===== src/design/usbsof_map.svh =====
// register offsets, field positions, reset values and timing figures of the frame timer
`ifndef USBSOF_MAP_SVH
`define USBSOF_MAP_SVH

`define USBSOF_ADDR_CTRL1 8'h05
`define USBSOF_ADDR_TLOW 8'h0E
`define USBSOF_ADDR_THIGH 8'h0F

`define USBSOF_CTRL1_SOF_EN_BIT 0
`define USBSOF_THIGH_ROLE_BIT 7
`define USBSOF_THIGH_POL_BIT 6
`define USBSOF_THIGH_CNT_MSB 5
`define USBSOF_CNT_READ_SHIFT 6
`define USBSOF_REV_MSB 7
`define USBSOF_REV_LSB 4

`define USBSOF_RST_TLOW 8'h00
`define USBSOF_RST_THIGH 6'h00
`define USBSOF_RST_BYTE 8'h00
`define USBSOF_RST_FRAME 11'h000
`define USBSOF_RST_COUNT 14'h0000

`define USBSOF_SYS_CLK_KHZ 125000
`define USBSOF_TICK_KHZ 12000
`define USBSOF_TICK_MIN_GAP 9

`endif


===== src/design/usbsof_pkg.sv =====
// types shared by the frame timer modules
package usbsof_pkg;
  typedef logic [13:0] usbsof_count_t;
  typedef logic [10:0] usbsof_frame_t;
  typedef enum logic [0:0] {
    USBSOF_TMR_IDLE = 1'b0,
    USBSOF_TMR_RUN = 1'b1
  } usbsof_tmr_state_t;
endpackage


===== src/design/usbsof_timer_if.sv =====
// signals between the register front end and the frame timer core
`timescale 1ns/1ps
`default_nettype none
interface usbsof_timer_if;
  logic tick_12m;
  logic run;
  logic frame_clear;
  usbsof_pkg::usbsof_count_t reload;
  usbsof_pkg::usbsof_count_t count;
  usbsof_pkg::usbsof_frame_t frame_no;
  logic sof_pulse;
  logic sof_fire;
  modport ctl (
    output tick_12m,
    output run,
    output frame_clear,
    output reload,
    input count,
    input frame_no,
    input sof_pulse,
    input sof_fire
  );
  modport tmr (
    input tick_12m,
    input run,
    input frame_clear,
    input reload,
    output count,
    output frame_no,
    output sof_pulse,
    output sof_fire
  );
endinterface
`default_nettype wire


===== src/design/usbsof_frame_timer.sv =====
// host start-of-frame timer with its shared low, high/control and enable registers
`timescale 1ns/1ps
`default_nettype none
`include "usbsof_map.svh"
module usbsof_frame_timer #(
  parameter logic [3:0] HW_REVISION = 4'h3, // arbitrary value
  parameter int CLK_KHZ = `USBSOF_SYS_CLK_KHZ,
  parameter int TICK_KHZ = `USBSOF_TICK_KHZ
) (
  input wire logic sys_clk,
  input wire logic rst,
  input wire logic [7:0] reg_addr,
  input wire logic [7:0] reg_wdata,
  input wire logic reg_wr,
  input wire logic reg_rd,
  output logic [7:0] reg_rdata,
  input wire logic set_b_request,
  output logic set_b_active,
  output logic host_mode,
  output logic polarity_swap,
  output logic ext_features_en,
  output logic sof_gen_enable,
  output logic sof_tick,
  output logic [10:0] frame_number,
  output logic [13:0] remaining_time_count
);
  localparam int CNT_MSB = `USBSOF_THIGH_CNT_MSB;
  localparam int RD_SHIFT = `USBSOF_CNT_READ_SHIFT;

  usbsof_timer_if tif ();

  logic [7:0] tlow_q;
  logic [CNT_MSB:0] thigh_q;
  logic role_q;
  logic pol_q;
  logic ext_en_q;
  logic sof_en_q;
  logic [7:0] rdata_q;
  logic [7:0] rdata_d;
  logic tick_12m;

  // address decode
  wire logic sel_ctrl1 = reg_addr == `USBSOF_ADDR_CTRL1;
  wire logic sel_tlow = reg_addr == `USBSOF_ADDR_TLOW;
  wire logic sel_thigh = reg_addr == `USBSOF_ADDR_THIGH;
  wire logic wr_ctrl1 = reg_wr && sel_ctrl1;
  wire logic wr_tlow = reg_wr && sel_tlow;
  wire logic wr_thigh = reg_wr && sel_thigh;

  // read path: low address shows revision, high address shows count bits 13..6
  wire logic [7:0] rev_byte = {HW_REVISION, 4'h0};
  wire logic [7:0] cnt_byte = tif.count[13:RD_SHIFT];
  wire logic [7:0] ctrl1_byte = {7'h00, sof_en_q};

  always_comb begin
    rdata_d = `USBSOF_RST_BYTE;
    if (sel_tlow) begin
      rdata_d = rev_byte;
    end else if (sel_thigh) begin
      rdata_d = cnt_byte;
    end else if (sel_ctrl1) begin
      rdata_d = ctrl1_byte;
    end
  end

  usbsof_tick_gen #(
    .CLK_KHZ(CLK_KHZ),
    .TICK_KHZ(TICK_KHZ)
  ) u_tick (
    .sys_clk(sys_clk),
    .rst(rst),
    .tick(tick_12m)
  );

  usbsof_frame_core u_core (
    .sys_clk(sys_clk),
    .rst(rst),
    .tif(tif.tmr)
  );

  assign tif.tick_12m = tick_12m;
  assign tif.run = sof_en_q;
  assign tif.frame_clear = wr_thigh;
  assign tif.reload = {thigh_q, tlow_q};

  always_ff @(posedge sys_clk) begin
    if (rst) begin
      tlow_q <= `USBSOF_RST_TLOW;
    end else if (wr_tlow) begin
      tlow_q <= reg_wdata;
    end
  end

  // one write carries role, polarity and upper reload bits together
  always_ff @(posedge sys_clk) begin
    if (rst) begin
      thigh_q <= `USBSOF_RST_THIGH;
      role_q <= 1'b0;
      pol_q <= 1'b0;
    end else if (wr_thigh) begin
      thigh_q <= reg_wdata[CNT_MSB:0];
      role_q <= reg_wdata[`USBSOF_THIGH_ROLE_BIT];
      pol_q <= reg_wdata[`USBSOF_THIGH_POL_BIT];
    end
  end

  // extended features cannot be turned off again short of a reset
  always_ff @(posedge sys_clk) begin
    if (rst) begin
      ext_en_q <= 1'b0;
    end else if (wr_thigh) begin
      ext_en_q <= 1'b1;
    end
  end

  always_ff @(posedge sys_clk) begin
    if (rst) begin
      sof_en_q <= 1'b0;
    end else if (wr_ctrl1) begin
      sof_en_q <= reg_wdata[`USBSOF_CTRL1_SOF_EN_BIT];
    end
  end

  always_ff @(posedge sys_clk) begin
    if (rst) begin
      rdata_q <= `USBSOF_RST_BYTE;
    end else if (reg_rd) begin
      rdata_q <= rdata_d;
    end
  end

  assign reg_rdata = rdata_q;
  assign set_b_active = set_b_request && ext_en_q;
  assign host_mode = role_q;
  assign polarity_swap = pol_q;
  assign ext_features_en = ext_en_q;
  assign sof_gen_enable = sof_en_q;
  assign sof_tick = tif.sof_pulse;
  assign frame_number = tif.frame_no;
  assign remaining_time_count = tif.count;

  // checks
  localparam int TICK_GAP = `USBSOF_TICK_MIN_GAP;
  logic [3:0] gap_cnt_q;
  always_ff @(posedge sys_clk) begin
    if (rst) begin
      gap_cnt_q <= 4'h0;
    end else if (tick_12m) begin
      gap_cnt_q <= 4'h0;
    end else if (gap_cnt_q != 4'hF) begin
      gap_cnt_q <= gap_cnt_q + 4'h1;
    end
  end
endmodule
`default_nettype wire


===== src/design/usbsof_tick_gen.sv =====
// fractional divider giving one enable pulse per 12 MHz period on average
`timescale 1ns/1ps
`default_nettype none
`include "usbsof_map.svh"
module usbsof_tick_gen #(
  parameter int CLK_KHZ = `USBSOF_SYS_CLK_KHZ,
  parameter int TICK_KHZ = `USBSOF_TICK_KHZ,
  parameter int ACC_W = 18
) (
  input wire logic sys_clk,
  input wire logic rst,
  output logic tick
);
  localparam logic [ACC_W:0] STEP = (ACC_W+1)'(TICK_KHZ);
  localparam logic [ACC_W:0] MODULUS = (ACC_W+1)'(CLK_KHZ);
  logic [ACC_W-1:0] acc_q;
  logic [ACC_W-1:0] acc_d;
  logic tick_q;
  wire logic [ACC_W:0] sum = {1'b0, acc_q} + STEP;
  wire logic wrap = sum >= MODULUS;
  wire logic [ACC_W:0] sum_wrapped = sum - MODULUS;

  // rate comes from the system clock, never from the crystal choice
  assign acc_d = wrap ? sum_wrapped[ACC_W-1:0] : sum[ACC_W-1:0];
  assign tick = tick_q;

  always_ff @(posedge sys_clk) begin
    if (rst) begin
      acc_q <= '0;
      tick_q <= 1'b0;
    end else begin
      acc_q <= acc_d;
      tick_q <= wrap;
    end
  end
endmodule
`default_nettype wire


===== src/design/usbsof_frame_core.sv =====
// 14-bit frame down-counter and 11-bit frame number
`timescale 1ns/1ps
`default_nettype none
`include "usbsof_map.svh"
module usbsof_frame_core (
  input wire logic sys_clk,
  input wire logic rst,
  usbsof_timer_if.tmr tif
);
  usbsof_pkg::usbsof_tmr_state_t state_q;
  usbsof_pkg::usbsof_count_t count_q;
  usbsof_pkg::usbsof_frame_t frame_q;
  logic sof_q;
  wire logic at_zero = count_q == `USBSOF_RST_COUNT;
  wire logic running = (state_q == usbsof_pkg::USBSOF_TMR_RUN) && tif.run;
  wire logic fire = running && tif.tick_12m && at_zero;
  wire logic step = running && tif.tick_12m && !at_zero;
  wire usbsof_pkg::usbsof_count_t count_dec = count_q - 14'h0001;
  wire usbsof_pkg::usbsof_frame_t frame_inc = frame_q + 11'h001;

  assign tif.count = count_q;
  assign tif.frame_no = frame_q;
  assign tif.sof_pulse = sof_q;
  assign tif.sof_fire = fire;

  always_ff @(posedge sys_clk) begin
    if (rst) begin
      state_q <= usbsof_pkg::USBSOF_TMR_IDLE;
    end else begin
      unique case (state_q)
        usbsof_pkg::USBSOF_TMR_IDLE: begin
          if (tif.run) begin
            state_q <= usbsof_pkg::USBSOF_TMR_RUN;
          end
        end
        usbsof_pkg::USBSOF_TMR_RUN: begin
          if (!tif.run) begin
            state_q <= usbsof_pkg::USBSOF_TMR_IDLE;
          end
        end
      endcase
    end
  end

  // while idle the counter tracks the reload so a fresh start gives a full frame
  always_ff @(posedge sys_clk) begin
    if (rst) begin
      count_q <= `USBSOF_RST_COUNT;
    end else if (!running || fire) begin
      count_q <= tif.reload;
    end else if (step) begin
      count_q <= count_dec;
    end
  end

  always_ff @(posedge sys_clk) begin
    if (rst) begin
      frame_q <= `USBSOF_RST_FRAME;
      sof_q <= 1'b0;
    end else begin
      sof_q <= fire;
      if (tif.frame_clear) begin
        frame_q <= `USBSOF_RST_FRAME;
      end else if (fire) begin
        frame_q <= frame_inc;
      end
    end
  end
endmodule
`default_nettype wire


===== config.mk =====
export PLATFORM = sky130hd
export DESIGN_NAME = usbsof_frame_timer
export DESIGN_NICKNAME = d
export VERILOG_FILES = /design/src/design/usbsof_pkg.sv /design/src/design/usbsof_timer_if.sv /design/src/design/usbsof_frame_timer.sv /design/src/design/usbsof_tick_gen.sv /design/src/design/usbsof_frame_core.sv
export VERILOG_INCLUDE_DIRS = /design/src /design/src/design
export SDC_FILE = /design/constraint.sdc
export NUM_CORES = 1
export LEC_CHECK = 0
export BUFFER_PORTS_ARGS = -buffer_cell sky130_fd_sc_hd__buf_2
export CORE_ASPECT_RATIO = 1.2
export CORE_MARGIN = 2
export CORE_UTILIZATION = 57
export CTS_BUF_LIST = sky130_fd_sc_hd__clkbuf_16
export DETAILED_ROUTE_END_ITERATION = 8
export PLACE_DENSITY = 0.8
export SYNTH_ARGS = -nofsm -noshare
export SYNTH_HDL_FRONTEND = slang
export SYNTH_SLANG_ARGS = --single-unit
export TNS_END_PERCENT = 50

===== constraint.sdc =====
create_clock -name sys_clk -period 4.16 [get_ports sys_clk]
set_clock_uncertainty 0.1 [all_clocks]
set_input_delay 0.208 -clock sys_clk [delete_from_list [all_inputs] [get_ports sys_clk]]
set_output_delay 0.208 -clock sys_clk [all_outputs]
set_load 0.005 [all_outputs]

==> flow_summary.yaml, run 1 <==
global_routing:
  grt-ovfl-total: 0
  grt_pass1_wl_um: 15200
  grt_pass1_vias: 3438
  antenna_found_initial: 0
  grt_max_degree: 59
  grt_use_total: 0.263
cells_and_area:
  utilization: 0.689
  num_antenna_cells: 0
  fill_cells: 513
  areaGrowthSynthToFinish_pct: 17.8
  final_cell_mix: "74 x nor2_1, 69 x dfxtp_1, 59 x buf_2"
  fin_nets: 538
  stdcell_area_um2: 4390
  layout_commonest_cell: "nor2_1"
  layout-drive-gt1-share: 0.178
  layoutNonFillerInstCount: 601
critical_path:
  r2r_start: "u_tick.acc_q[5]"
  critical_path_peak_fanout: 8
  startpoint_type: "flip-flop"
  reg2regPathDepth: 9
  regToRegSetupSlack_ns: 0.95
  criticalPathCategory: "reg2reg"
  arrival_ns: 3.32
  r2r_end: "u_tick.acc_q[7]"
  required_ns: 4.27
  crit_path_end_kind: "flip-flop"
floorplan:
  chipHeight_um: 92.5
  initial_core_util: 0.585
  fp.dieW_um: 77.8
  rows: 32
  dieArea_um2: 7200
  ios: 60
  core_area_um2: 6370
clock_tree:
  cts_hold_buf: 0
  cts_root_buffer: "clkbuf_16"
  path_clk_slew_ns: 0.06
  clkLatencyLatePin_ns: 0.33
  cts_tree: "done"
  cts-buffers-inserted: 9
  cts.repair.resized: 0
  clk_path_buf_depth: 2
  cts.htree.levels: 3
  post-cts-setup-buffers: 0
  clock_sinks: 69
sta:
  worst_pin_slew_ns: 0.986
  rsz0062_at_grt: "no"
  fmax_mhz: 312
  period_minus_slack_ns: 3.21
  finalCritPeriodShare: 0.772
  drv_slew: 0
  setup_violations: 0
  tns_ns: 0
  max_slew_margin: 0.340
  hold_viol_final: 0
routing:
  first_pass_iters: 5
  viasPerCell: 5.96
  routed_wl_um: 9100
  vias: 3584
  first_iter_violations: 218
  drc: 0
  wl_per_cell_um: 15.1
  ant_nets: 0
place:
  place_area_um2: 4060
  io_buffers: 59
  dp.cells: 585
  place.gp.congestion: 0.879
  dp_hpwl_um: 6370
hold_path:
  whs_path_depth: 3
  hp-class: "in2reg"
  min_from: "reg_wdata[1]"
  holdPathEnd: "tlow_q[1]"
pwr:
  power_density_nw_per_um2: 527
  ir_drop_mv: 0.307
  p_leak_uw: 0.00175
logic_synthesis:
  ys_types: 66
  ys_warn_count: 0
  ys_ff_latch: 69
  ys_async_sr_fraction: 0
  synth_seq_area_share: 0.371
  syn_inst: 459
  avgSynthCellArea_um2: 8.11
  synth_ff_type: "dfxtp_1"
  syn-num-nets: 486
  syn-cell-area_um2: 3720
  synth-edff-count: 0
run_status:
  outcome: "finished clean"
job:
  maxCapViolations: 0
==> metal layers <==
| metal | wire length (um) | track usage | share of wire |
|---|---|---|---|
| met4 | 297 | 0.132 | 0.033 |
| met3 | 304 | 0.0507 | 0.033 |
| met5 | 0 | 0 | 0 |
| met1 | 3800 | 0.298 | 0.42 |
| met2 | 4690 | 0.467 | 0.52 |
==> synthesized netlist by cell type (2+ instances only) <==
cell type,number,area (um^2)
a211oi_1,3,22.5
a21oi_1,37,185
a221oi_1,2,17.5
a22oi_1,4,30.0
a2bb2oi_1,3,26.3
a31oi_1,3,18.8
a41oi_1,2,17.5
and2_1,4,25.0
and3_1,6,37.5
and4b_1,2,20.0
buf_2,3,15.0
clkbuf_1,15,56.3
dfxtp_1,69,1380
ha_1,6,75.1
inv_1,13,48.8
mux2i_1,18,180
nand2_1,34,128
nand2b_1,4,25.0
nand3_1,16,80.1
nand3b_1,3,22.5
nand4_1,2,12.5
nor2_1,74,278
nor2b_1,9,56.3
nor3_1,15,75.1
nor3_2,2,20.0
nor3b_1,3,22.5
nor4_1,5,31.3
o211ai_1,3,22.5
o21ai_0,20,100
o21bai_1,2,15.0
o22ai_1,4,25.0
o311a_1,2,20.0
o31a_1,3,26.3
o31ai_1,10,75.1
or2_2,3,18.8
or3_1,6,37.5
or4_1,5,37.5
xnor2_1,7,61.3
xor2_1,10,87.6
==> through the flow <==
step | setup WS (ns) | total power [uW] | hold WS, ns
CTS | 0.988 | 2310 | 0.0314
detailed placement | 0.997 | 1470 | 0.367
floorplan | 1.25 | 1340 | 0.252
global placement | 1.11 | 1450 | 0.356
global route | 0.690 | 2420 | 0.0479
finish | 0.950 | 2310 | 0.0340
==> cells by family after synthesis <==
group           count (synthesis)  share of synthesized area
simple gates                  199                      0.263
mux                            19                     0.0514
flops                          69                      0.371
compound gates                115                      0.216
xor+xnor                       17                     0.0400
buf+inv                        34                     0.0376
fa+ha+maj                       6                     0.0202
==> how the worst max path moves through the flow <==
stage,startpoint,end,slack [ns]
finish,u_tick.acc_q[5],u_tick.acc_q[7],0.95
global route,u_tick.acc_q[5],u_tick.acc_q[7],0.69
CTS,u_tick.acc_q[5],u_tick.acc_q[7],0.99
detailed placement,u_tick.acc_q[5],u_tick.acc_q[7],1.0
global placement,u_tick.acc_q[5],u_tick.acc_q[7],1.11
floorplan,u_tick.acc_q[5],u_tick.acc_q[7],1.25
==> sequential cells by signal, indices dropped and copies added, names as in the netlist <==
| signal | count |
|---|---|
| u_core.tif.frame_no | 11 |
| reg_rdata | 8 |
| u_core.tif.count | 14 |
| u_core.state_q | 1 |
| u_tick.tick | 1 |
| polarity_swap | 1 |
| ext_features_en | 1 |
| sof_gen_enable | 1 |
| thigh_q | 6 |
| host_mode | 1 |
| u_core.tif.sof_pulse | 1 |
| tlow_q | 8 |
| u_tick.acc_q | 15 |
==> power by group <==
group	switching [uW]	leakage [uW]	internal, uW	total, uW
combinational	409	0.00103	255	664
sequential	99.9	0.000559	711	810
clock	301	0.000161	534	835
==> layout make-up <==
| cell class | instances | area (um^2) | area share |
|---|---|---|---|
| Inverter | 13 | 48.8 | 0.0111 |
| Multi-Input combinational cell | 356 | 2200 | 0.502 |
| Timing Repair Buffer | 62 | 318 | 0.0725 |
| Clock inverter | 7 | 104 | 0.0237 |
| Clock buffer | 9 | 225 | 0.0514 |
| Tap cell | 85 | 106 | 0.0243 |
| Sequential cell | 69 | 1380 | 0.315 |
==> critical path, cell delays in order, from the launching register on <==
cell and delay, ns:
dfxtp_1 0.47, inv_1 0.12, ha_1 0.32, and2b_1 0.24, or4_1 0.42, o41ai_2 0.32
o31a_1 0.30, a22oi_1 0.24, a21oi_1 0.22, mux2_1 0.33
(Power assumes the default switching activity.)
==> inputs of run 2 (changes only) <==
--- a/config.mk
+++ b/config.mk
@@ -6,13 +6,14 @@
 export SDC_FILE = /design/constraint.sdc
 export NUM_CORES = 1
 export LEC_CHECK = 0
+export ABC_AREA = 1
 export BUFFER_PORTS_ARGS = -buffer_cell sky130_fd_sc_hd__buf_2
 export CORE_ASPECT_RATIO = 1.2
 export CORE_MARGIN = 2
-export CORE_UTILIZATION = 57
+export CORE_UTILIZATION = 51
 export CTS_BUF_LIST = sky130_fd_sc_hd__clkbuf_16
 export DETAILED_ROUTE_END_ITERATION = 8
-export PLACE_DENSITY = 0.8
+export PLACE_DENSITY = 0.76
 export SYNTH_ARGS = -nofsm -noshare
 export SYNTH_HDL_FRONTEND = slang
 export SYNTH_SLANG_ARGS = --single-unit
==> constraint.sdc (replaced) <==
create_clock -name sys_clk -period 2.9 [get_ports sys_clk]
set_clock_uncertainty 0.1 [all_clocks]
set_input_delay 0.145 -clock sys_clk [delete_from_list [all_inputs] [get_ports sys_clk]]
set_output_delay 0.145 -clock sys_clk [all_outputs]
set_load 0.005 [all_outputs]
==> run 2 against run 1 <==
First-iteration DRC count decreased by 42%. Critical path depth increased by 2. Non-clock buffer count increased by 5. Cell count increased by 19%. Count of clock-buffer cells in the layout unchanged. Hold slack got worse by 0.020 ns. Routed wire length decreased by 2.0%. Synthesized area increased by 3.9%. Final area increased by 4.1%. Synthesized cell count increased by 22%. Sequential power increased by 28%. Largest cell class unchanged.
==> flow_summary.yaml, run 2 <==
logic_synthesis:
  syn-num-nets: 587
  synth_top_cells_by_count: "137 x nand2_1, 69 x dfxtp_1, 68 x inv_1"
  yosysTopAreaCellShare: 0.357
  avgSynthCellArea_um2: 6.91
  synth_largest_area_cell: "dfxtp_1"
  ys_warn_count: 0
  synth_area_leaders: "dfxtp_1 36%, nand2_1 13%, a21oi_1 6.9%, inv_1 6.6%, nand2_2 4.0%"
  syn_inst: 560
  syn-cell-area_um2: 3870
  yosysMostFrequentCell: "nand2_1"
  synth-edff-count: 0
  ys_ff_latch: 69
  synth_ff_type: "dfxtp_1"
  ys_async_sr_fraction: 0
  ys_types: 40
  synth_seq_area_share: 0.357
critical_path:
  crit_path_start: "u_core.tif.count[0]"
  required_ns: 3.00
  arrival_ns: 2.59
  criticalPathCategory: "reg2reg"
  cpMaxStageDelayCell: "dfxtp_1"
  crit_path_end_kind: "flip-flop"
  startpoint_type: "flip-flop"
  r2r_start: "u_core.tif.count[0]"
  crit_path_max_incr_delay_ns: 0.34
  crit_chain: "inv_1 > ha_1 > nand4_1 > nor2_2 > nand4_2 > nand2_2 > inv_1 > o21ai_0 > nor2_1 > a21oi_1 > nor2_1"
  critical_path_peak_fanout: 18
sta:
  rsz0062_at_grt: "no"
  period_minus_slack_ns: 2.48
  worst_pin_slew_ns: 0.576
  setup_violations: 0
  hold_viol_final: 0
  drv_slew: 0
  finalCritPeriodShare: 0.857
  worst_slack_ns: 0.415
  max_slew_margin: 0.614
  fmax_mhz: 402
  tns_ns: 0
floorplan:
  fp.dieW_um: 83.5
  chipHeight_um: 99.4
  rows: 34
  dieArea_um2: 8300
  ios: 60
  initial_core_util: 0.529
  core_area_um2: 7320
global_routing:
  antenna_found_initial: 0
  grt_pass1_wl_um: 15200
  grt-ovfl-total: 0
  grt_pass1_vias: 3539
  grt_max_degree: 41
  grt_use_total: 0.223
cells_and_area:
  top_register: "u_tick.acc_q"
  areaGrowthSynthToFinish_pct: 18.0
  final_cell_mix: "137 x nand2_1, 69 x inv_1, 69 x dfxtp_1"
  utilization: 0.624
  fill_cells: 692
  largest_reg_flops: 15
  fin_nets: 649
  layout-drive-gt1-share: 0.219
  num_antenna_cells: 0
  layout_commonest_cell: "nand2_1"
pwr:
  p_leak_uw: 0.00214
  ir_drop_mv: 0.390
  power_density_nw_per_um2: 609
routing:
  wl_met3_um: 454
  wl_met1_um: 3940
  vias: 3709
  first_iter_violations: 127
  top_layer_used: "met4"
  wl_per_cell_um: 12.4
  first_pass_iters: 4
  dr_wl_met2_um: 4360
  routed_wl_um: 8920
  viasPerCell: 5.17
  ant_nets: 0
  drc: 0
clock_tree:
  path_clk_slew_ns: 0.06
  clock_sinks: 69
  cts.repair.resized: 0
  cts_tree: "done"
  cts.htree.levels: 3
  cts-buffers-inserted: 9
  clkLatencyLatePin_ns: 0.33
  clk_path_buf_depth: 2
  cts_root_buffer: "clkbuf_16"
  cts_hold_buf: 6
  post-cts-setup-buffers: 0
hold_path:
  min_from: "reg_wdata[0]"
  hp-class: "in2reg"
place:
  dpl_worst_slack_ns: 0.499
  io_buffers: 59
  dp_hpwl_um: 6450
  place.gp.congestion: 0.982
run_status:
  outcome: "finished clean"
job:
  maxCapViolations: 0
## run 2: changes by cell type after synthesis, sizes merged, moves of 10 or more
cell	before	now
inv	13	75
o31ai	10	0
mux2i	18	0
a21oi	37	65
nor2	74	41
nand3	16	29
nand2	34	166
## run 2: layer usage
metal	GRT usage	vias up
met4	0.0955	0
met1	0.260	1677
li1	-	1924
met5	0	-
met2	0.400	95
met3	0.0440	13
## run 2: worst max-delay path: cells and delay by family (launching register included)
| family | cells | cell delay (ns) |
|---|---|---|
| buffers and inverters | 2 | 0.34 |
| and+or+nand+nor | 6 | 1.01 |
| adders and majority gates | 1 | 0.20 |
| DFF | 1 | 0.34 |
| AOI/OAI and AO/OA | 2 | 0.36 |
## run 2: area by class of cell
class | instances | area, um^2 | share of cell area
multi-input cells | 398 | 2110 | 0.462
flip-flops and latches | 69 | 1380 | 0.303
repair buffers | 67 | 370 | 0.0811
inverters | 77 | 292 | 0.0639
clock buffers | 9 | 225 | 0.0493
well taps | 90 | 113 | 0.0247
clock inverters | 7 | 73.8 | 0.0162
## run 2: where the power goes
part	internal, uW	total [uW]	switching (uW)
registers	988	1040	48.3
logic	228	655	427
clock network	669	1090	419
total	1890	2780	895
## run 2: stage by stage
stage                     hold WS (ns)  cell area (um^2)  power, uW  cells
final                           0.0144              4570       2780    717
after global routing            0.0260              4570       2940    717
after CTS                       0.0139              4570       2800    717
after detailed placement         0.314              4210       1700    695
after global placement           0.306              4210       1680    695
after floorplan                  0.188              3870       1580    560
## run 2: path summary, 6_finish.rpt
check                              to  slack [ns]  depth (start not counted)
hold reg to reg             tlow_q[0]        0.35                          2
setup / recovery  u_core.tif.count[9]        0.42                         11
hold / removal             thigh_q[0]        0.01                          3
setup reg to reg  u_core.tif.count[9]        0.42                         11
## run 2: cells by family after synthesis
| group | synth area share |
|---|---|
| xor gates and xnor gates | 0.0453 |
| adders and majority gates | 0.0194 |
| buffers and inverters | 0.0976 |
| DFF | 0.357 |
| and+or+nand+nor | 0.328 |
| AOI/OAI and AO/OA | 0.153 |
==> inputs of run 3 (changes only) <==
--- a/config.mk
+++ b/config.mk
@@ -8,6 +8,7 @@
 export LEC_CHECK = 0
 export ABC_AREA = 1
 export BUFFER_PORTS_ARGS = -buffer_cell sky130_fd_sc_hd__buf_2
+export CAP_MARGIN = 20
 export CORE_ASPECT_RATIO = 1.2
 export CORE_MARGIN = 2
 export CORE_UTILIZATION = 51
==> constraint.sdc (replaced) <==
create_clock -name sys_clk -period 2.9 [get_ports sys_clk]
set_clock_uncertainty 0.1 [all_clocks]
set_input_delay 0.435 -clock sys_clk [delete_from_list [all_inputs] [get_ports sys_clk]]
set_output_delay 0.435 -clock sys_clk [all_outputs]
set_load 0.005 [all_outputs]
==> run 3 against run 2 <==
Critical path depth did not move. Cell count down 0.84%. Fmax grew 0.26%.
==> flow_summary.yaml, run 3 (synthesis results as in run 2) <==
run_status:
  outcome: "finished clean"
routing:
  wl_per_cell_um: 12.5
  routed_wl_um: 8890
  viasPerCell: 5.18
  vias: 3684
  first_pass_iters: 4
  ant_nets: 0
  drc: 0
  first_iter_violations: 132
clock_tree:
  cts.htree.levels: 3
  cts_tree: "done"
  cts-buffers-inserted: 9
  clk_path_buf_depth: 2
  cts_hold_buf: 0
  cts.repair.resized: 0
  clkLatencyLatePin_ns: 0.33
  cts_root_buffer: "clkbuf_16"
  post-cts-setup-buffers: 0
  clock_sinks: 69
  path_clk_slew_ns: 0.06
cells_and_area:
  layout-drive-gt1-share: 0.221
  num_antenna_cells: 0
  final_cell_mix: "137 x nand2_1, 69 x inv_1, 69 x dfxtp_1"
  register_area_um2: 1380
  multiInputGateArea_um2: 2110
  fin_nets: 643
  layout_commonest_cell: "nand2_1"
  layoutNonFillerInstCount: 711
  largest_reg_flops: 15
  fill_cells: 696
  areaGrowthSynthToFinish_pct: 16.4
  top_register: "u_tick.acc_q"
global_routing:
  grt_max_degree: 41
  grt_pass1_vias: 3514
  antenna_found_initial: 0
  grt_pass1_wl_um: 15200
  grt-ovfl-total: 0
  grt_use_total: 0.223
sta:
  hold_viol_final: 0
  finalCritPeriodShare: 0.855
  rsz0062_at_grt: "no"
  drv_slew: 0
  tns_ns: 0
  worst_slack_ns: 0.422
  max_slew_margin: 0.612
  setup_violations: 0
  fmax_mhz: 404
  worst_pin_slew_ns: 0.578
  period_minus_slack_ns: 2.48
critical_path:
  regToRegSetupSlack_ns: 0.42
  startpoint_type: "flip-flop"
  cp_top_family: "simple AND/OR/NAND/NOR gates"
  cpMaxStageDelayCell: "dfxtp_1"
  crit_chain: "inv_1 > ha_1 > nand4_1 > nor2_2 > nand4_2 > nand2_2 > inv_1 > o21ai_0 > nor2_1 > a21oi_1 > nor2_1"
  arrival_ns: 2.58
  critPathBufInv: 2
  criticalPathCategory: "reg2reg"
  crit_path_end_kind: "flip-flop"
  crit_path_max_incr_delay_ns: 0.34
  critical_path_peak_fanout: 18
  required_ns: 3.00
floorplan:
  core_area_um2: 7320
  ios: 60
  rows: 34
  dieArea_um2: 8300
  chipHeight_um: 99.4
  initial_core_util: 0.529
  fp.dieW_um: 83.5
place:
  dp.cells: 695
  dp_hpwl_um: 6450
  io_buffers: 59
  place.gp.congestion: 0.982
  dpl_worst_slack_ns: 0.499
job:
  maxCapViolations: 0
pwr:
  power_density_nw_per_um2: 616
  p_leak_uw: 0.00211
  ir_drop_mv: 0.390
hold_path:
  hp-class: "in2reg"
-- run 3: cell count changes in the layout (fill, tap and decap cells not counted), sizes merged --
cell         before  now
dlygate4sd3       6    0
-- run 3: stage by stage --
stage | area (um^2) | power, uW | hold slack, ns | util
after floorplan | 3870 | 1580 | 0.325 | -
after global placement | 4210 | 1680 | 0.345 | 0.575
after detailed placement | 4210 | 1700 | 0.346 | 0.575
after CTS | 4510 | 2790 | 0.254 | 0.616
after global routing | 4510 | 2930 | 0.263 | 0.616
final | 4510 | 2780 | 0.254 | 0.616
-- run 3: routing by layer --
layer / share of wire / wire, um / global-route usage / vias to the layer above
li1: - / - / - / 1913
met1: 0.45 / 3960 / 0.259 / 1662
met2: 0.48 / 4310 / 0.397 / 94
met3: 0.050 / 442 / 0.0456 / 15
met4: 0.020 / 180 / 0.0955 / 0
met5: 0 / 0 / 0 / -
-- run 3: worst min-delay path, stage by stage --
cell	delay, ns
buf_2	0.10
nand2_1	0.05
a21oi_1	0.05
-- run 3: path summary, 6_finish.rpt --
path	startpoint	to	depth (start not counted)
min reg2reg	tlow_q[0]	tlow_q[0]	2
max reg2reg	u_core.tif.count[0]	u_core.tif.count[9]	11
max	u_core.tif.count[0]	u_core.tif.count[9]	11
min	reg_wdata[2]	tlow_q[2]	3
-- run 3: report_power, final --
part | switching, uW | leakage [uW] | internal (uW)
sequential | 48.3 | 0.000559 | 988
combinational | 426 | 0.00140 | 223
clock | 421 | 0.000152 | 669
total | 895 | 0.00211 | 1880
-- run 3: layout make-up --
type                       count  area share
clock buffer                   9      0.0500
clock inverter                 7      0.0164
inverter                      77      0.0647
multi-input combinational    398       0.468
sequential                    69       0.307
tap                           90      0.0250
timing repair buffer          61      0.0689
